### src/irq_route_pkg.sv
// Purpose: Shared constants and carriers for the audio interrupt router
// Assumes: APB register map with 32-bit words, one word per register
// Notes:   Printed offsets are not all multiples of four, so they are indices
package irq_route_pkg;

    // Register indices, byte address is four times the index
    localparam logic [7:0] IDX_SRC_STATUS   = 8'h06;
    localparam logic [7:0] IDX_SRC_MASK     = 8'h07;
    localparam logic [7:0] IDX_PIN_CHAN0    = 8'h20;
    localparam logic [7:0] IDX_PIN_CHAN1    = 8'h21;
    localparam logic [7:0] IDX_PIN_CHAN2    = 8'h22;
    localparam logic [7:0] IDX_DRQ_LATCH    = 8'h25;
    localparam logic [7:0] IDX_HWVOL_ROUTE  = 8'h27;
    localparam logic [7:0] IDX_MIDI_ROUTE   = 8'h28;
    localparam logic [7:0] IDX_VOL_CTRL     = 8'h64;
    localparam logic [7:0] IDX_VOL_CLEAR    = 8'h66;
    localparam logic [7:0] IDX_CH2_CTRL     = 8'h7a;
    localparam logic [7:0] IDX_A1_EXT_CTRL  = 8'hb1;
    // Chosen indices for logical-device registers and audio ports
    localparam logic [7:0] IDX_A1_ROUTE     = 8'hc0;
    localparam logic [7:0] IDX_A2_ROUTE     = 8'hc1;
    localparam logic [7:0] IDX_LDN_ACT      = 8'hc2;
    localparam logic [7:0] IDX_A1_POLL      = 8'hc3;
    localparam logic [7:0] IDX_A1_ACK       = 8'hc4;
    localparam logic [7:0] IDX_CH2_COUNT    = 8'hc5;
    localparam logic [7:0] IDX_SW_RESET     = 8'hc6;

    // Field positions
    localparam int BIT_CH2_GATE    = 6;
    localparam int BIT_CH2_REQ     = 7;
    localparam int BIT_VOL_GATE    = 1;
    localparam int BIT_VOL_REQ     = 3;
    localparam int BIT_MIDI_GATE   = 6;
    localparam int BIT_LATCH_EN    = 7;

    // Reset values
    localparam logic [6:0] MASK_RESET      = 7'h7f;
    localparam logic [7:0] PIN_CHAN_RESET  = 8'h00;
    localparam logic [7:0] CH2_COUNT_RESET = 8'h40;

    // Source order in status, mask and routing
    localparam int SRC_A1    = 0;
    localparam int SRC_A2    = 1;
    localparam int SRC_VOL   = 2;
    localparam int SRC_MIDI  = 3;
    localparam int SRC_CD    = 4;
    localparam int SRC_MODEM = 5;
    localparam int SRC_GP    = 6;
    localparam int NUM_SRC   = 7;
    localparam int NUM_PINS  = 5;

    // Logical-device activation bits
    localparam int LDN_AUDIO = 0;
    localparam int LDN_CD    = 1;
    localparam int LDN_MODEM = 2;
    localparam int LDN_MIDI  = 3;
    localparam int LDN_GP    = 4;

    // Latch release window, least time taken: 8 ms at 40 MHz
    localparam int  CLK_MHZ          = 40;
    localparam int  DRQ_HOLD_MS      = 8;
    localparam int  DRQ_HOLD_CYCLES  = DRQ_HOLD_MS * 1000 * CLK_MHZ;

    typedef struct packed {
        logic       valid;
        logic [2:0] pin;
    } route_s;

    typedef struct packed {
        logic [2:0] req;
        logic [2:0] ack_n;
    } drq_s;

endpackage

### src/drq_latch.sv
// Purpose: Holds one audio DMA request high until a release event
// Assumes: Request and acknowledge are synchronous to clock_i
// Notes:   Release timer length is a parameter so simulation can shorten it
`timescale 1ns/1ps
module drq_latch
    import irq_route_pkg::*;
#(
    parameter int HOLD_CYCLES = DRQ_HOLD_CYCLES
)(
    input  wire logic clock_i,    // System clock
    input  wire logic rstn_i,     // Sync reset, active low
    input  wire logic enable_i,   // Latch feature on
    input  wire logic req_i,      // Raw DMA request
    input  wire logic ack_n_i,    // DMA acknowledge, active low
    output logic      req_o       // Request toward the pin
);

    logic        held;
    logic [31:0] low_count;

    ////////////////////////////////////////////////////////////////////
    // Hold state; acknowledge with request low, or timeout, releases
    always_ff @(posedge clock_i)
    begin
        if (!rstn_i || !enable_i)
            held <= 1'b0;
        else if (req_i)
            held <= 1'b1;
        else if (!ack_n_i || low_count >= 32'(HOLD_CYCLES - 1))
            held <= 1'b0;
    end

    // Counts cycles with raw request low while held
    always_ff @(posedge clock_i)
    begin
        if (!rstn_i || req_i || !held)
            low_count <= 32'h0;
        else
            low_count <= low_count + 32'h1;
    end

    // Output flop; held value shown one cycle late, raw merged
    always_ff @(posedge clock_i)
    begin
        if (!rstn_i)
            req_o <= 1'b0;
        else
            req_o <= req_i || (enable_i && held && !(!ack_n_i && !req_i));
    end

    AST_RELEASE_ON_ACK: assert property (@(posedge clock_i) disable iff (!rstn_i)
        held && !req_i && !ack_n_i |=> !held)
        else $error("latch did not release on acknowledge");
    AST_HOLD_WHEN_SET: assert property (@(posedge clock_i) disable iff (!rstn_i)
        enable_i && req_i ##1 enable_i && ack_n_i |-> req_o)
        else $error("latched request not held");
    COV_RELEASE: cover property (@(posedge clock_i) held ##1 !held);

endmodule // drq_latch

### src/irq_router.sv
// Purpose: Gathers seven interrupt sources, masks, reports and routes them
// Assumes: APB slave, one clock, all pins synchronous to clock_i
// Notes:   Pin tristate shown by an enable; the bench resolves the wire
//
// Design decision made here: the APB register port.
`timescale 1ns/1ps

// How it works
// - Seven sources: two audio, volume, MIDI, three pins
// - Audio one cleared by resets or ack read
// - Extended control register enables audio one use
// - Channel two gated bit 6, bit 7 request
// - Channel two request sets when count exhausted
// - Volume event sets request, gated by bit 1
// - Volume request read bit 3, cleared writing 66h
// - MIDI request follows receive-data-available flag
// - MIDI request gated by bit 6
// - One MIDI routing register, at index 28h
// - Each internal source has its own routing register
// - Pins taken directly; GP off when DMA
// - Each source maps to one of five pins
// - Pin channel numbers loaded from configuration header
// - Pin drives when a mapped source active
// - Modem inactive when enable high or device off
// - Status bits 0-6 report the seven sources
// - Status bit 5 is modem and not enable
// - Latch enabled by bit 7, holds requests
// - Latch releases on ack, reset, or timeout
// - Mask bit per source, resets to ones
// - Status ignores the mask register
module irq_router
    import irq_route_pkg::*;
#(
    parameter int DRQ_HOLD = DRQ_HOLD_CYCLES,
    parameter int CH2_COUNT_W = 8
)(
    input  wire logic                clock_i,        // System clock
    input  wire logic                rstn_i,         // Sync reset, active low
    input  wire logic                psel_i,         // APB select
    input  wire logic                penable_i,      // APB access phase
    input  wire logic                pwrite_i,       // APB direction
    input  wire logic [11:0]         paddr_i,        // APB byte address
    input  wire logic [31:0]         pwdata_i,       // APB write data
    output logic      [31:0]         prdata_o,       // APB read data
    output logic                     pready_o,       // APB ready
    output logic                     pslverr_o,      // APB error, unmapped
    input  wire logic                a1_event_i,     // Audio one DMA/PIO event
    input  wire logic                ch2_byte_i,     // Channel two byte moved
    input  wire logic                vol_event_i,    // Any volume control event
    input  wire logic                midi_avail_i,   // MIDI receive data available
    input  wire logic                optical_drive_irq_in_i,  // Optical drive pin
    input  wire logic                modem_irq_in_i,          // Modem pin
    input  wire logic                modem_irq_enable_n_i,    // Modem enable, active low
    input  wire logic                general_purpose_irq_in_i, // GP pin
    input  wire logic                gp_is_drq_i,    // GP pin used as DMA request
    input  wire logic [7:0]          cfg_chan_i [3], // Header bytes for pin channels
    input  wire logic                cfg_load_i,     // Header load strobe
    input  wire drq_s                drq_i,          // Audio DMA requests and acks
    output logic      [2:0]          drq_o,          // Latched DMA requests
    output logic      [NUM_PINS-1:0] irq_o,          // Interrupt pin levels
    output logic      [NUM_PINS-1:0] irq_oe_o,       // Interrupt pin enables
    output logic      [23:0]         pin_chan_o      // ISA channel per pin pair
);

    ////////////////////////////////////////////////////////////////////
    // State
    logic [6:0]             source_mask_register;
    logic [7:0]             pin_chan [3];
    logic                   latch_en;
    route_s                 route [NUM_SRC];
    logic [4:0]             ldn_act;
    logic                   a1_req, a1_use;
    logic                   ch2_req, ch2_gate;
    logic [CH2_COUNT_W-1:0] ch2_reload, ch2_count;
    logic                   vol_req, vol_gate, midi_gate;
    logic [6:0]             src_raw, src_status;
    logic [6:0]             src_active;

    // APB decode; access phase only
    logic [7:0]  idx;
    logic        acc, wr, rd, mapped;
    logic        sw_reset;
    assign idx    = paddr_i[9:2];
    assign acc    = psel_i && penable_i;
    assign wr     = acc && pwrite_i && mapped;    // Refused accesses change nothing
    assign rd     = acc && !pwrite_i && mapped;
    assign sw_reset = wr && idx == IDX_SW_RESET;

    ////////////////////////////////////////////////////////////////////
    // Audio one: set by event when enabled, cleared by ack read
    always_ff @(posedge clock_i)
    begin
        if (!rstn_i || sw_reset)
            a1_req <= 1'b0;
        else if (a1_event_i && a1_use)
            a1_req <= 1'b1;
        else if (rd && idx == IDX_A1_ACK)
            a1_req <= 1'b0;
    end

    // Channel two count; reloads on exhaustion, set beats clear
    always_ff @(posedge clock_i)
    begin
        if (!rstn_i)
        begin
            ch2_count <= CH2_COUNT_W'(CH2_COUNT_RESET);
            ch2_req   <= 1'b0;
        end
        else
        begin
            if (ch2_byte_i)
                ch2_count <= (ch2_count <= CH2_COUNT_W'(1)) ? ch2_reload : ch2_count - 1'b1;
            if (ch2_byte_i && ch2_count <= CH2_COUNT_W'(1))
                ch2_req <= 1'b1;
            else if (wr && idx == IDX_CH2_CTRL && !pwdata_i[BIT_CH2_REQ])
                ch2_req <= 1'b0;
        end
    end

    // Volume request; any write to the clear register drops it, event beats clear
    always_ff @(posedge clock_i)
    begin
        if (!rstn_i)
            vol_req <= 1'b0;
        else if (vol_event_i)
            vol_req <= 1'b1;
        else if (wr && idx == IDX_VOL_CLEAR)
            vol_req <= 1'b0;
    end

    ////////////////////////////////////////////////////////////////////
    // Configuration registers written by software
    always_ff @(posedge clock_i)
    begin
        if (!rstn_i)
        begin
            source_mask_register <= MASK_RESET;
            latch_en   <= 1'b0;
            ldn_act    <= 5'h0;
            ch2_gate   <= 1'b0;
            vol_gate   <= 1'b0;
            midi_gate  <= 1'b0;
            a1_use     <= 1'b0;
            ch2_reload <= CH2_COUNT_W'(CH2_COUNT_RESET);
            for (int s = 0; s < NUM_SRC; s++)
                route[s] <= '0;
        end
        else if (wr)
        begin
            case (idx)
                IDX_SRC_MASK:    source_mask_register <= pwdata_i[6:0];
                IDX_DRQ_LATCH:   latch_en   <= pwdata_i[BIT_LATCH_EN];
                IDX_LDN_ACT:     ldn_act    <= pwdata_i[4:0];
                IDX_CH2_CTRL:    ch2_gate   <= pwdata_i[BIT_CH2_GATE];
                IDX_VOL_CTRL:
                begin
                    vol_gate  <= pwdata_i[BIT_VOL_GATE];
                    midi_gate <= pwdata_i[BIT_MIDI_GATE];
                end
                IDX_A1_EXT_CTRL: a1_use     <= pwdata_i[0];
                IDX_CH2_COUNT:   ch2_reload <= pwdata_i[CH2_COUNT_W-1:0];
                IDX_A1_ROUTE:    route[SRC_A1]   <= pwdata_i[3:0];
                IDX_A2_ROUTE:    route[SRC_A2]   <= pwdata_i[3:0];
                IDX_HWVOL_ROUTE: route[SRC_VOL]  <= pwdata_i[3:0];
                IDX_MIDI_ROUTE:  route[SRC_MIDI] <= pwdata_i[3:0];
                default:         ;
            endcase
            // Pin sources route through the same chosen slots above C6h
            if (idx >= 8'hc8 && idx <= 8'hca)
                route[SRC_CD + 32'(idx - 8'hc8)] <= pwdata_i[3:0];
        end
    end

    // Pin channel numbers; header load wins over software write
    always_ff @(posedge clock_i)
    begin
        if (!rstn_i)
            for (int p = 0; p < 3; p++)
                pin_chan[p] <= PIN_CHAN_RESET;
        else if (cfg_load_i)
            for (int p = 0; p < 3; p++)
                pin_chan[p] <= cfg_chan_i[p];
        else if (wr && idx >= IDX_PIN_CHAN0 && idx <= IDX_PIN_CHAN2)
            pin_chan[2'(idx - IDX_PIN_CHAN0)] <= pwdata_i[7:0];
    end

    ////////////////////////////////////////////////////////////////////
    // Source levels; status taken before the mask
    always_comb
    begin
        src_raw[SRC_A1]    = a1_req;
        src_raw[SRC_A2]    = ch2_req && ch2_gate;
        src_raw[SRC_VOL]   = vol_req && vol_gate;
        src_raw[SRC_MIDI]  = midi_avail_i && midi_gate;
        src_raw[SRC_CD]    = optical_drive_irq_in_i;
        src_raw[SRC_MODEM] = modem_irq_in_i && !modem_irq_enable_n_i;
        src_raw[SRC_GP]    = general_purpose_irq_in_i && !gp_is_drq_i;
        src_status         = src_raw;
    end

    // Which sources keep their pin driven
    always_comb
    begin
        src_active[SRC_A1]    = ldn_act[LDN_AUDIO];
        src_active[SRC_A2]    = ldn_act[LDN_AUDIO];
        src_active[SRC_VOL]   = ldn_act[LDN_AUDIO];
        src_active[SRC_MIDI]  = ldn_act[LDN_MIDI];
        src_active[SRC_CD]    = ldn_act[LDN_CD];
        src_active[SRC_MODEM] = ldn_act[LDN_MODEM] && !modem_irq_enable_n_i;
        src_active[SRC_GP]    = ldn_act[LDN_GP] && !gp_is_drq_i;
    end

    // Per pin: OR of masked requests, enable when any source active
    genvar gp;
    generate
        for (gp = 0; gp < NUM_PINS; gp++)
        begin : g_pin
            logic lvl, en;
            always_comb
            begin
                lvl = 1'b0;
                en  = 1'b0;
                for (int s = 0; s < NUM_SRC; s++)
                    if (route[s].valid && route[s].pin == 3'(gp))
                    begin
                        lvl = lvl | (src_raw[s] & source_mask_register[s]);
                        en  = en | src_active[s];
                    end
            end
            always_ff @(posedge clock_i)
            begin
                if (!rstn_i)
                begin
                    irq_o[gp]    <= 1'b0;
                    irq_oe_o[gp] <= 1'b0;
                end
                else
                begin
                    irq_o[gp]    <= lvl;
                    irq_oe_o[gp] <= en;
                end
            end
        end
    endgenerate

    // Channel numbers out through a flop
    always_ff @(posedge clock_i)
    begin
        if (!rstn_i)
            pin_chan_o <= 24'h0;
        else
            pin_chan_o <= {pin_chan[2], pin_chan[1], pin_chan[0]};
    end

    ////////////////////////////////////////////////////////////////////
    // DMA request latches, one per audio request
    genvar gd;
    generate
        for (gd = 0; gd < 3; gd++)
        begin : g_drq
            drq_latch #(
                .HOLD_CYCLES (DRQ_HOLD)
            ) u_latch (
                .clock_i  (clock_i),
                .rstn_i   (rstn_i),
                .enable_i (latch_en),
                .req_i    (drq_i.req[gd]),
                .ack_n_i  (drq_i.ack_n[gd]),
                .req_o    (drq_o[gd])
            );
        end
    endgenerate

    ////////////////////////////////////////////////////////////////////
    // APB read and answer; one wait-free access, ready in access phase
    always_comb
    begin
        mapped = 1'b1;
        case (idx)
            IDX_SRC_STATUS, IDX_SRC_MASK, IDX_PIN_CHAN0, IDX_PIN_CHAN1, IDX_PIN_CHAN2,
            IDX_DRQ_LATCH, IDX_HWVOL_ROUTE, IDX_MIDI_ROUTE, IDX_VOL_CTRL, IDX_VOL_CLEAR,
            IDX_CH2_CTRL, IDX_A1_EXT_CTRL, IDX_A1_ROUTE, IDX_A2_ROUTE, IDX_LDN_ACT,
            IDX_A1_POLL, IDX_A1_ACK, IDX_CH2_COUNT, IDX_SW_RESET,
            8'hc8, 8'hc9, 8'hca: mapped = 1'b1;
            default: mapped = 1'b0;
        endcase
        if (paddr_i[11:10] != 2'b00)
            mapped = 1'b0;
    end

    always_ff @(posedge clock_i)
    begin
        if (!rstn_i)
        begin
            prdata_o  <= 32'h0;
            pready_o  <= 1'b0;
            pslverr_o <= 1'b0;
        end
        else
        begin
            pready_o  <= psel_i && !penable_i;
            pslverr_o <= psel_i && !penable_i && !mapped;
            prdata_o  <= 32'h0;
            if (psel_i && !penable_i && !pwrite_i)
                case (idx)
                    IDX_SRC_STATUS:  prdata_o <= {25'h0, src_status};
                    IDX_SRC_MASK:    prdata_o <= {25'h0, source_mask_register};
                    IDX_PIN_CHAN0:   prdata_o <= {24'h0, pin_chan[0]};
                    IDX_PIN_CHAN1:   prdata_o <= {24'h0, pin_chan[1]};
                    IDX_PIN_CHAN2:   prdata_o <= {24'h0, pin_chan[2]};
                    IDX_DRQ_LATCH:   prdata_o <= {24'h0, latch_en, 7'h0};
                    IDX_VOL_CTRL:    prdata_o <= {25'h0, midi_gate, 2'b00, vol_req, 1'b0, vol_gate, 1'b0};
                    IDX_CH2_CTRL:    prdata_o <= {24'h0, ch2_req, ch2_gate, 6'h0};
                    IDX_A1_EXT_CTRL: prdata_o <= {31'h0, a1_use};
                    IDX_A1_POLL:     prdata_o <= {24'h0, a1_req, 7'h0};
                    IDX_LDN_ACT:     prdata_o <= {27'h0, ldn_act};
                    IDX_CH2_COUNT:   prdata_o <= 32'(ch2_reload);
                    IDX_MIDI_ROUTE:  prdata_o <= {28'h0, route[SRC_MIDI]};
                    default:         prdata_o <= 32'h0;
                endcase
        end
    end

    ////////////////////////////////////////////////////////////////////
    // Checks
    AST_MASK_RESET: assert property (@(posedge clock_i)
        !rstn_i |=> source_mask_register == MASK_RESET)
        else $error("mask not all ones after reset");
    AST_VOL_CLEAR: assert property (@(posedge clock_i) disable iff (!rstn_i)
        wr && idx == IDX_VOL_CLEAR && !vol_event_i |=> !vol_req)
        else $error("volume request not cleared");
    AST_A1_ACK: assert property (@(posedge clock_i) disable iff (!rstn_i)
        rd && idx == IDX_A1_ACK && !(a1_event_i && a1_use) |=> !a1_req)
        else $error("audio one not cleared by ack read");
    AST_MODEM_STATUS: assert property (@(posedge clock_i) disable iff (!rstn_i)
        modem_irq_enable_n_i |-> !src_status[SRC_MODEM])
        else $error("modem status with enable high");
    AST_STATUS_NO_MASK: assert property (@(posedge clock_i) disable iff (!rstn_i)
        optical_drive_irq_in_i |-> src_status[SRC_CD])
        else $error("status affected by mask");
    AST_GP_DRQ: assert property (@(posedge clock_i) disable iff (!rstn_i)
        gp_is_drq_i |-> !src_status[SRC_GP])
        else $error("gp pin reported while dma");
    AST_PIN_OR: assert property (@(posedge clock_i) disable iff (!rstn_i)
        route[SRC_CD].valid && source_mask_register[SRC_CD] && optical_drive_irq_in_i
        |=> irq_o[$past(route[SRC_CD].pin)])
        else $error("routed source not on pin");
    AST_CH2_SET: assert property (@(posedge clock_i) disable iff (!rstn_i)
        ch2_byte_i && ch2_count <= CH2_COUNT_W'(1) |=> ch2_req)
        else $error("channel two request not set");
    AST_PIN_HIZ: assert property (@(posedge clock_i) disable iff (!rstn_i)
        ldn_act == 5'h0 |=> irq_oe_o == '0)
        else $error("pin driven with no active device");
    COV_CH2: cover property (@(posedge clock_i) ch2_req);
    COV_PIN: cover property (@(posedge clock_i) irq_oe_o[0] && irq_o[0]);
    COV_VOL: cover property (@(posedge clock_i) vol_req ##1 !vol_req);

endmodule // irq_router

### config.mk
export PLATFORM = sky130hd
export DESIGN_NAME = irq_router
export DESIGN_NICKNAME = d
export VERILOG_FILES = /design/src/irq_route_pkg.sv /design/src/drq_latch.sv /design/src/irq_router.sv
export SDC_FILE = /design/constraint.sdc
export NUM_CORES = 1
export LEC_CHECK = 0
export BUFFER_PORTS_ARGS = -buffer_cell sky130_fd_sc_hd__buf_2
export CORE_MARGIN = 3
export CORE_UTILIZATION = 45
export DETAILED_ROUTE_END_ITERATION = 10
export HOLD_SLACK_MARGIN = 0.15
export PLACE_DENSITY = 0.71
export SLEW_MARGIN = 25
export SYNTH_ARGS = -nofsm -noshare
export SYNTH_HDL_FRONTEND = slang
export SYNTH_SLANG_ARGS = --single-unit
### constraint.sdc
create_clock -name clock_i -period 2.1 [get_ports clock_i]
set_input_delay 0.21 -clock clock_i [delete_from_list [all_inputs] [get_ports clock_i]]
set_output_delay 0.21 -clock clock_i [all_outputs]
set_load 0.02 [all_outputs]
# --- Word level (Yosys, flattened, before mapping) ---
# Memory sizes are Yosys's and may differ from the RTL's.
# Index checks and enable logic that the tools add are counted.
op_classes:
  magnitude_cmp: 8
  reduce_logical: 128
  n_div: 0
  n_eq_ne: 50
  n_mul: 0
  shifts: 0
  n_addsub: 7
  n_mux: 127
  n_bitwise: 74
ops:
  columns: ["op", "n"]
  rows:
  - ["1-bit two-way mux", 114]
  - ["8-bit one-hot mux with 13 select lines", 1]
  - ["32-bit by 1-bit adder with 32-bit output, second input constant", 3]
  - ["32-bit by 19-bit greater-or-equal comparator with 1-bit output, second input constant", 3]
  - ["8-bit == test, second input constant", 11]
  - ["1-bit logical AND", 69]
  - ["1-bit OR", 67]
  - ["8-bit by 6-bit == test with 1-bit output, second input constant", 6]
  - ["3-bit by 2-bit == test with 1-bit output, second input constant", 14]
  - ["8-bit two-way mux", 5]
  - ["8-bit by 7-bit == test with 1-bit output, second input constant", 3]
  - ["22-bit OR reduction", 1]
  - ["3-bit by 1-bit == test with 1-bit output, second input constant", 7]
  - ["3-bit == test, second input constant", 7]
  - ["3-bit logical NOT", 7]
  - ["1-bit logical NOT", 20]
  - ["4-bit two-way mux", 5]
  - ["8-bit by 3-bit == test with 1-bit output, second input constant", 2]
  - ["2-bit AND reduction", 8]
  - ["1-bit logical OR", 14]
  - ["2-bit nonzero test", 7]
  - ["8-bit by 6-bit greater-or-equal comparator with 1-bit output, second input constant", 1]
  - ["8-bit greater-or-equal comparator, second input constant", 1]
  - ["8-bit by 1-bit less-or-equal comparator with 1-bit output, second input constant", 1]
  - ["11 further kinds", 17]
totals:
  rom_bits: 0
  in_bits: 89
  mem_bits_rw: 52
  memories: 2
  out_inout_bits: 71
  latch_bits: 0
  regBits: 206
mem_list:
  columns: ["name", "words", "word_bits", "rd", "rd_clocked_by_memory_dff", "wr", "line_no", "text"]
  rows:
  - ["route", 7, 4, 7, 0, 7, "irq_router.sv:70", "route_s route [NUM_SRC];"]
  - ["pin_chan", 3, 8, 3, 0, 3, "irq_router.sv:68", "logic [7:0] pin_chan [3];"]

# --- Depth between registers and ports, before layout ---
# Gate-level depths: netlist of the first run.
# An unclocked memory read counts as a cell.
depth:
  word_depth: 16
  depth_mapped: 8
  mapped_depth_nobuf: 7

# --- Cells and area by module ---
# From an unflattened synthesis of the first run, not the netlist that was laid out.
hier_totals:
  cells_unflattened: 1266
  hier_area_um2: 11483.5
modules_own_cells:
  columns: ["mod", "area_per_inst_um2", "cells_per_inst", "instances"]
  rows:
  - ["irq_router", 6465.0, 693, 1]
  - ["drq_latch", 1672.9, 191, 3]

# --- Worst setup path before layout of the first run ---
# OpenSTA, ideal clock, no wires.
synth_timing:
  kind: "input port to flip-flop"
  startpoint: "input paddr_i[6]"
  endpoint: "memory pin_chan[1][0] (enable)"
  cell_stages: 6
  setup_slack_ns: -0.051
  t_arrival_ns: 1.767
  cell_sequence: "buf_2 nor4b_4 and3_1 buf_2 o21ai_1 o21ai_0"
synth_rtl:
  columns: ["element", "line_no", "text"]
  rows:
  - ["start, declared", "irq_router.sv:42", "input wire logic [11:0] paddr_i,"]
  - ["end, declared", "irq_router.sv:68", null]

# --- Final worst setup path of the first run ---
layout_timing:
  startpoint: "input paddr_i[6]"
  endpoint: "register prdata_o[4]"
layout_via:
  elab_chain_len: 2
  elab_cells_between_ends: 14
layout_lines:
  columns: ["element", "line_no", "text"]
  rows:
  - ["8-bit by 6-bit == test with 1-bit output, or another cell as far along", "irq_router.sv:305", "case (idx)"]
  - ["8-bit one-hot mux with 13 select lines *", "irq_router.sv:305", null]
  - ["end signal, assigned", "irq_router.sv:306", "IDX_SRC_STATUS: prdata_o <= {25'h0, src_status};"]
  - ["end signal, assigned", "irq_router.sv:307", "IDX_SRC_MASK: prdata_o <= {25'h0, source_mask_register};"]
  - ["end signal, assigned", "irq_router.sv:308", "IDX_PIN_CHAN0: prdata_o <= {24'h0, pin_chan[0]};"]
  - ["end, declared", "irq_router.sv:44", "output logic [31:0] prdata_o,"]
# Every way passes the cells marked *; elsewhere a longest branch is shown, timed or not.
# A chain may end at the register's enable or synchronous reset.

==> results of run 1 <==
==> cells in the mapped netlist, drive strengths merged, types with 9 or more instances <==
library cell / instances
a31oi: 21
o21ai: 29
clkbuf: 37
nand4: 41
and4: 9
edfxtp: 52
xor2: 48
nor3b: 10
and2: 33
dfxtp: 182
nand2: 115
nand3b: 12
mux2i: 11
nor4: 21
a22o: 26
a21oi: 45
and3: 34
nand2b: 10
nor2b: 12
or3: 15
nor3: 32
nand3: 84
a22oi: 11
inv: 17
xnor2: 21
nor2: 140
buf: 41
==> final timing paths <==
path / startpoint / endpoint / slack (ns) / cells after the start
max: paddr_i[6] / prdata_o[4]$_SDFF_PN0_ / 0.04 / 9
min: modem_irq_enable_n_i / irq_oe_o[0]$_SDFF_PN0_ / 0.17 / 4
max reg2reg: pin_chan[2][3]$_DFFE_PP_ / prdata_o[3]$_SDFF_PN0_ / 0.16 / 6
min reg2reg: g_drq[2].u_latch.low_count[0]$_SDFF_PP0_ / g_drq[2].u_latch.low_count[0]$_SDFF_PP0_ / 0.46 / 1
==> tightest hold or removal path: cells and delay by family <==
family	cells	cell delay (ns)
buffers and inverters	1	0.13
AND/OR/NAND/NOR	2	0.18
AO/OA/AOI/OAI	1	0.11
==> through the flow <==
stage / setup TNS [ns] / std cells
2_1_floorplan: 0 / 1231
3_3_place_gp: -0.161 / 1645
3_5_place_dp: -0.0393 / 1645
4_1_cts: 0 / 1759
5_1_grt: 0 / 1760
6_report: 0 / 1760
==> logic make-up after synthesis <==
logic type / synth area share
DFF: 0.474
adders and majority gates: 0.00570
buffers and inverters: 0.0445
other: 0.000342
xor gates and xnor gates: 0.0551
muxes: 0.0131
and+or+nand+nor: 0.285
AOI/OAI and AO/OA: 0.122
==> flip-flops by register name, indices dropped and copies added (netlist names), 3 cells and up <==
signal,count
g_drq.u_latch.low_count,96
g_drq.u_latch.req_o,3
prdata_o,8
pin_chan,24
pin_chan_o,24
ldn_act,5
irq_o,5
ch2_reload,8
route,28
ch2_count,8
source_mask_register,7
g_drq.u_latch.held,3
irq_oe_o,5
==> timing repair <==
action,CTS,global route
gates resized for setup,0,4
hold buffers,67,0
endpoints found under the setup margin,0,5
endpoints found under the hold margin,76,0
==> cell usage in the layout, fill, tap and decap left out, drive strengths merged, types with 21 or more instances in the layout <==
cell / instances
a31oi: 21
a22o: 26
and2: 33
o21ai: 29
conb: 24
clkbuf: 35
edfxtp: 52
nor3: 32
nand4: 41
nand2: 115
xnor2: 21
nor2: 140
nor4: 21
a21oi: 45
buf: 173
dlygate4sd3: 67
xor2: 48
and3: 34
dfxtp: 182
nand3: 84
==> metal layers <==
metal	vias to the layer above	global-route usage	wire length, um
met5	-	0	48
met4	8	0.0834	1090
met3	97	0.0479	2630
met2	430	0.372	14300
met1	4686	0.295	13000
li1	4789	-	-
==> cell type report <==
| cell class | count | area share |
|---|---|---|
| antenna | 1 | 0.000184 |
| clock buffer | 35 | 0.0548 |
| clock inverter | 12 | 0.00928 |
| inverter | 17 | 0.00469 |
| multi-input combinational | 902 | 0.395 |
| sequential | 234 | 0.382 |
| tap | 319 | 0.0293 |
| timing repair buffer | 240 | 0.125 |
==> power groups by stage <==
stage               clock [mW]  sequential, mW  combinational, mW
CTS                       4.66            4.82              0.757
global route              4.83            4.84              0.832
finish                    4.59            4.83              0.774
detailed placement           0            4.92              0.664
floorplan                    0            4.92              0.412
global placement             0            4.91              0.658
==> results by group, run 1 <==
Timing
  – Final Hold Vio Count: 0
  – RSZ-0062 raised after global routing: no
  – Max-slew violation count: 0
  – Hold WS: 0.167 ns
  – Setup violators final: 0
  – Worst clock skew: around 0.022 ns
  – Worst setup margin: around 0.037 ns
  – Final period util: 0.982
  – Max_slew headroom: 0.424
  – Min cycle time layout: 2.06 ns
  – Tightest Pin Transition: just under 0.9 ns
  – Fmax achieved: 485 MHz

Place
  – Routability congestion estimate: between 0.9 and 1
  – Worst slack, placed: -0.00986 ns
  – HPWL after DPL: approximately 22 mm
  – Dpl cell area: approximately 12,000 um2
  – Port-buffer cells: 109

Worst setup path
  – CP Cell Sequence: buf_2 > buf_4 > nor4_1 > buf_4 > nand3_1 > or3b_4 > o31ai_4 > a31oi_1 > dlygate4sd3_1
  – CP Capture Type: flop
  – Highest cell delay on the worst timing path: 0.59 ns
  – Slowest CP cell: dlygate4sd3_1
  – Worst-path maximum fanout: 8
  – Delay-heaviest family, CP: buffers and inverters
  – Worst path most repeated cell: buf_4
  – CP required: ~2.5 ns
  – Critical Path AT: 2.48 ns
  – CP Buf/Inv Count: 4
  – Crit path kind: input pin to flop
  – Startpoint type of the worst setup path: input pin

Clock tree
  – CTS H-tree depth: 1
  – Clk_lat worst skew: roughly 0.53 ns
  – Max Root-Sink Buffers: 3
  – Clk root buf: clkbuf_16
  – TritonCTS Buffers: 26
  – CTS tree: yes
  – Clk slew on worst S/H paths: ~0.06 ns
  – # Post-CTS Setup Buffers: 0
  – CTS Sinks: ~230

Synthesis
  – Yosys warnings: 0
  – Area leader, netlist: dfxtp_1
  – Yosys top cell area share: 0.332
  – EDFF count, synth: 52
  – Most area-consuming cells after synthesis: dfxtp_1 33%, edfxtp_1 14%, nor2_1 4.8%
  – Prevailing post-synth register cell: dfxtp_1
  – Synth Instances: ~1,200
  – Synth cell types: 72
  – Async S/R FF share, synth: 0
  – Post-synthesis sequential area ratio: 0.474
  – Syn_area_per_cell: 9.08 um2
  – Seq cells post-synth: ~230
  – Netlist Area Pre-Place: approximately 11,000 um2

Die
  – Die ar.: 26,300 um2
  – I/O pin count: between 150 and 200
  – Die Width: 162 um
  – Die H: between 150 and 200 um
  – Initial Utilization: 0.463
  – FP Rows: 56
  – Core Region: between 20,000 and 25,000 um2

Routing
  – Antenna Violating Nets Remaining: 0
  – Drt drc: 0
  – 1st-pass router iterations: 5
  – Detailed-route via count: roughly 10,000
  – Iteration-0 DRC Markers: between 900 and 1,000
  – Vias per Instance: 5.69
  – Wire per inst: roughly 18 um
  – Overall routed net length: around 31 mm

Pwr
  – Comb power frac: 0.076
  – Clk pwr share: 0.450
  – Flop pwr share: 0.474
  – Pleak: around 5.1 nW
  – Total Power: ~10 mW
  – PD cells: between 700 and 800 nW/um2
  – Switching power total: roughly 2.4 mW
  – Maximum vdd drop: 0.669 mV
  – Sw frac: 0.235
  – Internal power: ~7.8 mW

Layout
  – Final core occ: 0.575
  – Sequential cell area: approximately 5200 um2
  – Nets: roughly 1,500
  – Final Cell Area: roughly 14,000 um2
  – Fill cells: approximately 2,100
  – Layout cell share with drive strength beyond 1: 0.168
  – Area Growth Syn to Fin: 24.1%
  – Area occupied by multi-input gates: about 5400 um2

GRT
  – Vias in the first global route: between 9,000 and 10,000
  – Largest net degree at the start of global routing: 34
  – Total global routing overflow: 0
  – First-pass GRT wire length: about 49 mm
  – Total GRT Usage: 0.226
  – Initial antenna violation count: 5

Worst hold path
  – Hold Path Class: input pin to flop

Run status
  – Status: finished clean

Flow run
  – Max-Cap Viols: 0
No activity file was read; power rests on OpenSTA's default activity.
==> inputs of run 2 (changes only) <==
--- a/config.mk
+++ b/config.mk
@@ -10,7 +10,7 @@
 export CORE_UTILIZATION = 45
 export DETAILED_ROUTE_END_ITERATION = 10
 export HOLD_SLACK_MARGIN = 0.15
-export PLACE_DENSITY = 0.71
+export PLACE_DENSITY = 0.68
 export SLEW_MARGIN = 25
 export SYNTH_ARGS = -nofsm -noshare
 export SYNTH_HDL_FRONTEND = slang
==> constraint.sdc (replaced) <==
create_clock -name clock_i -period 2.5 [get_ports clock_i]
set_input_delay 0.25 -clock clock_i [delete_from_list [all_inputs] [get_ports clock_i]]
set_output_delay 0.25 -clock clock_i [all_outputs]
set_load 0.02 [all_outputs]
==> run 2 against run 1 <==
Sequential cell count unchanged. Worst setup slack better by 0.16 ns. Wire length down 3.7%. Total power down 17%. Via count down 3.0%. Critical path depth down 1. First-iteration DRC count up 2.0%. Sequential share of layout area up 1.2 points. Global-route usage down 0.39 points. Critical path type unchanged.
==> results by group, run 2 (same netlist as run 1, synthesis figures left out) <==
GRT
  – Total GRT Usage: 0.222 (-0.00391)
  – Initial antenna violation count: 2 (-3)
  – Total global routing overflow: 0 (unchanged)
  – Vias in the first global route: 9,327 (-0.97%)
  – First-pass GRT wire length: 48.0 mm (-1.1%)
  – Largest net degree at the start of global routing: 33 (-2.9%)

Timing
  – Final period util: 0.921
  – Fmax achieved: between 400 and 500 MHz
  – Max_slew headroom: 0.425 (+0.000882)
  – RSZ-0062 raised after global routing: no
  – Setup TNS: 0 ns (unchanged)
  – Setup violators final: 0 (unchanged)
  – Tightest Pin Transition: 0.863 ns (-0.00132 ns)
  – Worst clock skew: 0.0117 ns (-0.00995 ns)
  – Final Hold Vio Count: 0 (unchanged)
  – Max-slew violation count: 0 (unchanged)
  – Min cycle time layout: roughly 2.3 ns

Routing
  – Met1 Routed Length: 12.7 mm (-2.3%)
  – Antenna Violating Nets Remaining: 0 (unchanged)
  – Top sig layer: met5
  – Drt drc: 0 (unchanged)
  – 1st-pass router iterations: 6 (+1)
  – Metal2 WL: 14.2 mm (-1.2%)
  – Iteration-0 DRC Markers: 987 (+2.0%)
  – Vias per Instance: 5.67 (-0.27%)
  – Wire per inst: 17.5 um (-0.94%)
  – Overall routed net length: 30.0 mm (-3.7%)
  – Detailed-route via count: 9,705 (-3.0%)
  – DR WL met3: 2.15 mm (-18%)

Layout
  – N_diodes: 0 (-1)
  – Commonest non-fill, non-tap cell in the layout: dfxtp_1
  – Most frequent cells in the layout: 182 x dfxtp_1, 139 x nor2_1, 115 x nand2_1, 109 x buf_2, 84 x nand3_1
  – Nets: 1,468 (-3.1%)
  – Layout cell share with drive strength beyond 1: 0.151 (-0.0172)
  – Biggest regs: g_drq.u_latch.low_count x96, route x28
  – Largest register FFs: 96 (unchanged)
  – Fill cells: 2,157 (+3.8%)
  – Area Growth Syn to Fin: 20.3%
  – Most flop-heavy register: g_drq.u_latch.low_count

Worst setup path
  – CP required: 2.88 ns (+0.36 ns)
  – CP Capture Type: flop
  – Worst-path maximum fanout: 8 (unchanged)
  – Crit path kind: input pin to flop
  – CP startpoint: psel_i
  – RR Startpoint: g_drq[2].u_latch.low_count[13]$_SDFF_PP0_
  – Startpoint type of the worst setup path: input pin
  – Critical Path AT: 2.68 ns (+0.20 ns)

Worst hold path
  – Worst hold start: pwdata_i[0]
  – Hold Path Class: input pin to flop

Die
  – FP Rows: 56 (unchanged)
  – Die ar.: 26,300 um2 (unchanged)
  – Core Region: 23,700 um2 (unchanged)
  – Initial Utilization: 0.463 (unchanged)
  – Die Width: 162 um (unchanged)
  – Die H: 162 um (unchanged)
  – I/O pin count: 160 (unchanged)

Clock tree
  – Clk slew on worst S/H paths: 0.06 ns (about the same)
  – # Post-CTS Setup Buffers: 0 (unchanged)
  – CTS H-tree depth: 1 (unchanged)
  – Max Root-Sink Buffers: 3 (unchanged)
  – Clk root buf: clkbuf_16
  – Clk_lat worst skew: 0.52 ns (about the same)
  – CTS tree: yes
  – TritonCTS Buffers: 25 (-3.8%)
  – CTS Sinks: 234 (unchanged)

Pwr
  – PD cells: 642 nW/um2 (-14%)
  – Maximum vdd drop: 0.543 mV (-19%)
  – Pleak: 4.86 nW (-5.0%)
  – Total Power: 8.48 mW (-17%)

Flow run
  – Max-Cap Viols: 0 (unchanged)

Place
  – Port-buffer cells: 109 (unchanged)
  – Routability congestion estimate: 0.910 (-1.5%)
  – HPWL after DPL: 21.4 mm (-2.6%)

Run status
  – Status: finished clean
## run 2: timing repair
item                                   in CTS  in global routing
setup endpoints to repair                   0                  2
hold buffers                               50                  0
gates resized for setup                     0                  1
endpoints found under the hold margin      63                  0
## run 2: critical path: stages
cell and delay, ns:
dlygate4sd3_1 0.52, buf_2 0.12, nand3_1 0.17, and4b_1 0.35, o21ai_1 0.15, nor2_2 0.36
a22o_1 0.20, dlygate4sd3_1 0.56
## run 2: layout make-up
cell class / instances / area, um2 / share of cell area
Clock buffer: 33 / 706 / 0.0534
Tap cell: 319 / 399 / 0.0302
Sequential cell: 234 / 5200 / 0.394
Clock inverter: 12 / 149 / 0.0113
Timing Repair Buffer: 194 / 1310 / 0.0991
Multi-Input combinational cell: 902 / 5370 / 0.407
Inverter: 17 / 63.8 / 0.00483
## run 2: worst paths after layout
kind              slack, ns                                        end  cells after the start
setup / recovery       0.20                   pin_chan[1][7]$_DFFE_PP_                      8
hold / removal         0.17                    ldn_act[0]$_SDFFE_PN0P_                      3
setup reg to reg       0.58  g_drq[2].u_latch.low_count[27]$_SDFF_PP0_                      5
hold reg to reg        0.47   g_drq[1].u_latch.low_count[0]$_SDFF_PP0_                      1
## run 2: routing by layer
layer	global-route usage	vias up
li1	-	4680
met1	0.287	4570
met2	0.375	373
met3	0.0385	78
met4	0.0818	4
met5	0	-
## run 2: per-stage QoR
stage          hold slack (ns)  cells  setup slack [ns]  cell area, um2   util
4_1_cts                  0.150   1711            0.0774           13200  0.557
5_1_grt                  0.158   1711             0.141           13200  0.558
6_report                 0.170   1711             0.196           13200  0.558
3_3_place_gp             0.440   1616             0.341           11800  0.500
2_1_floorplan            0.367   1231             0.309           11100      -
3_5_place_dp             0.455   1616             0.331           11800  0.500
## run 2: where the power goes
group          internal [mW]  switching [mW]  total, mW
clock                   2.30            1.51       3.81
sequential              3.97          0.0848       4.05
combinational          0.251           0.363      0.615
total                   6.51            1.96       8.48
==> inputs of run 3 (changes only) <==
--- a/config.mk
+++ b/config.mk
@@ -10,6 +10,7 @@
 export CORE_UTILIZATION = 45
 export DETAILED_ROUTE_END_ITERATION = 10
 export HOLD_SLACK_MARGIN = 0.15
+export MAX_ROUTING_LAYER = met4
 export PLACE_DENSITY = 0.68
 export SLEW_MARGIN = 25
 export SYNTH_ARGS = -nofsm -noshare
==> run 3 against run 2 <==
Die area unchanged. Utilization about the same. Register-to-register slack is essentially flat. Critical path type unchanged. Largest power group unchanged. Highest routed layer is now met4.
==> results by group, run 3 (same netlist as run 1, synthesis figures left out) <==
Run status
  – Status: finished clean

Clock tree
  – Clk slew on worst S/H paths: 0.06 ns (about the same)
  – CTS Sinks: 234 (unchanged)
  – Clk_lat worst skew: 0.52 ns (about the same)
  – CTS tree: yes
  – Clk root buf: clkbuf_16
  – Max Root-Sink Buffers: 3 (unchanged)
  – CTS H-tree depth: 1 (unchanged)
  – # Post-CTS Setup Buffers: 0 (unchanged)
  – TritonCTS Buffers: 26 (+4.0%)

Worst setup path
  – Highest cell delay on the worst timing path: 0.57 ns (about the same)
  – Delay-heaviest family, CP: buffers and inverters
  – Flop2flop setup slack: 0.57 ns (about the same)
  – CP required: 2.76 ns (-0.12 ns)
  – RR Startpoint: g_drq[0].u_latch.low_count[9]$_SDFF_PP0_
  – Cells on worst reg2reg path: 5 (unchanged)
  – Critical Path AT: 2.56 ns (-0.12 ns)
  – Worst-path maximum fanout: 8 (unchanged)
  – Startpoint type of the worst setup path: input pin
  – CP Buf/Inv Count: 4 (+1)
  – Worst r2r dst: g_drq[0].u_latch.low_count[28]$_SDFF_PP0_
  – Crit path kind: input pin to flop
  – CP Cell Sequence: dlygate4sd3_1 > buf_2 > nand3_1 > and4b_1 > o21ai_1 > nor3_2 > buf_4 > a22o_1 > dlygate4sd3_1
  – Worst path most repeated cell: dlygate4sd3_1
  – Slowest CP cell: dlygate4sd3_1
  – CP Capture Type: flop

Timing
  – Max-slew violation count: 0 (unchanged)
  – Max_slew headroom: 0.392 (-0.0324)
  – Min cycle time layout: 2.30 ns (-0.00426 ns)
  – Tightest Pin Transition: 0.911 ns (+0.0486 ns)
  – Fmax achieved: 435 MHz (+0.18%)
  – Setup TNS: 0 ns (unchanged)
  – RSZ-0062 raised after global routing: no
  – Final Hold Vio Count: 0 (unchanged)
  – Worst clock skew: 0.0116 ns (-0.000105 ns)
  – Setup violators final: 0 (unchanged)
  – Final period util: 0.920 (-0.00170)

Routing
  – Vias per Instance: 5.62 (-0.84%)
  – 1st-pass router iterations: 7 (+1)
  – Wire per inst: 17.6 um (+0.54%)
  – Iteration-0 DRC Markers: 987 (unchanged)
  – Detailed-route via count: 9,635 (-0.72%)
  – Overall routed net length: 30.2 mm (+0.66%)
  – Drt drc: 0 (unchanged)
  – Antenna Violating Nets Remaining: 0 (unchanged)

Layout
  – Biggest regs: g_drq.u_latch.low_count x96, route x28
  – Final Cell Area: 13,200 um2 (about the same)
  – Fill cells: 2,129 (-1.3%)
  – Nets: 1,467 (-0.068%)
  – Most frequent cells in the layout: 182 x dfxtp_1, 139 x nor2_1, 115 x nand2_1, 109 x buf_2, 84 x nand3_1
  – Layout cell share with drive strength beyond 1: 0.149 (-0.00154)
  – Largest register FFs: 96 (unchanged)
  – Commonest non-fill, non-tap cell in the layout: dfxtp_1
  – Most flop-heavy register: g_drq.u_latch.low_count
  – Area Growth Syn to Fin: 20.4% (about the same)

Place
  – Routability congestion estimate: 0.916 (+0.63%)
  – HPWL after DPL: 21.1 mm (-1.5%)
  – Port-buffer cells: 109 (unchanged)
  – Dpl cell area: 11,800 um2 (-0.19%)

GRT
  – Total global routing overflow: 0 (unchanged)
  – Initial antenna violation count: 1 (-1)
  – Largest net degree at the start of global routing: 51 (+55%)
  – Total GRT Usage: 0.229 (+0.00679)
  – First-pass GRT wire length: 47.7 mm (-0.56%)
  – Vias in the first global route: 9,093 (-2.5%)

Die
  – Die ar.: 26,300 um2 (unchanged)
  – Core Region: 23,700 um2 (unchanged)
  – Initial Utilization: 0.463 (unchanged)
  – Die Width: 162 um (unchanged)
  – FP Rows: 56 (unchanged)
  – I/O pin count: 160 (unchanged)
  – Die H: 162 um (unchanged)

Worst hold path
  – Hold path depth: 4 (+1)
  – Hold Path Class: input pin to flop
  – Hold worst-path end: irq_oe_o[0]$_SDFF_PN0_
  – Worst hold start: gp_is_drq_i

Pwr
  – PD cells: 644 nW/um2 (+0.31%)
  – Pleak: 4.86 nW (about the same)
  – Maximum vdd drop: 0.608 mV (+12%)

Flow run
  – Max-Cap Viols: 0 (unchanged)
[run 3: changes by cell type in the layout (fill, tap and decap cells not counted), sizes merged]
cell,previous run,this run
buf,144,141
clkbuf,33,35
clkinv,6,8
bufinv,3,2
clkinvlp,3,2
diode,0,1
dlygate4sd3,50,51
inv,17,18
[run 3: stage by stage]
stage	utilization	total power [mW]	cells	setup WS, ns	hold slack [ns]
final	0.558	8.51	1713	0.201	0.195
after global routing	0.558	8.78	1713	0.125	0.210
after CTS	0.558	8.58	1712	0.103	0.173
after detailed placement	0.499	4.67	1613	0.314	0.447
after global placement	0.499	4.67	1613	0.309	0.442
after floorplan	-	4.48	1231	0.309	0.367
[run 3: cell type report]
cell class,count,area (um2),area share
multi-input cells,902,5370,0.407
flip-flops and latches,234,5200,0.394
repair buffers,192,1300,0.0981
clock buffers,35,747,0.0565
well taps,319,399,0.0302
clock inverters,13,126,0.00956
inverters,17,63.8,0.00483
diodes,1,2.50,0.000189
[run 3: what timing repair did]
action	4_1_cts	5_1_grt
resized for setup	0	1
hold endpoints to repair	66	0
endpoints found under the setup margin	0	2
hold buffers	51	0
[run 3: power breakdown]
part	total, mW	switching (mW)	internal [mW]	leakage [nW]
combinational	0.611	0.361	0.250	2.44
clock	3.84	1.54	2.31	0.428
sequential	4.05	0.0850	3.97	2.00
[run 3: how the worst max path moves through the flow]
stage / from / end / slack [ns] / cells past startpoint
CTS: psel_i / pin_chan[1][7]$_DFFE_PP_ / 0.10 / 8
finish: psel_i / pin_chan[0][7]$_DFFE_PP_ / 0.20 / 9
global route: psel_i / pin_chan[0][7]$_DFFE_PP_ / 0.13 / 9
floorplan: paddr_i[6] / pin_chan[1][0]$_DFFE_PP_ / 0.31 / 6
detailed placement: paddr_i[6] / prdata_o[5]$_SDFF_PN0_ / 0.31 / 5
global placement: rstn_i / g_drq[2].u_latch.low_count[21]$_SDFF_PP0_ / 0.31 / 5
[run 3: per-layer routing]
| layer | up-vias | share of wire | global-route usage |
|---|---|---|---|
| li1 | 4691 | - | - |
| met1 | 4500 | 0.42 | 0.292 |
| met2 | 372 | 0.48 | 0.374 |
| met3 | 72 | 0.070 | 0.0357 |
| met4 | 0 | 0.029 | 0.0775 |
| met5 | - | 0 | - |
[run 3: worst min-delay path, stage by stage]
cell,delay [ns]
buf_2,0.12
nor2b_1,0.09
nand3_1,0.09
a41oi_1,0.09
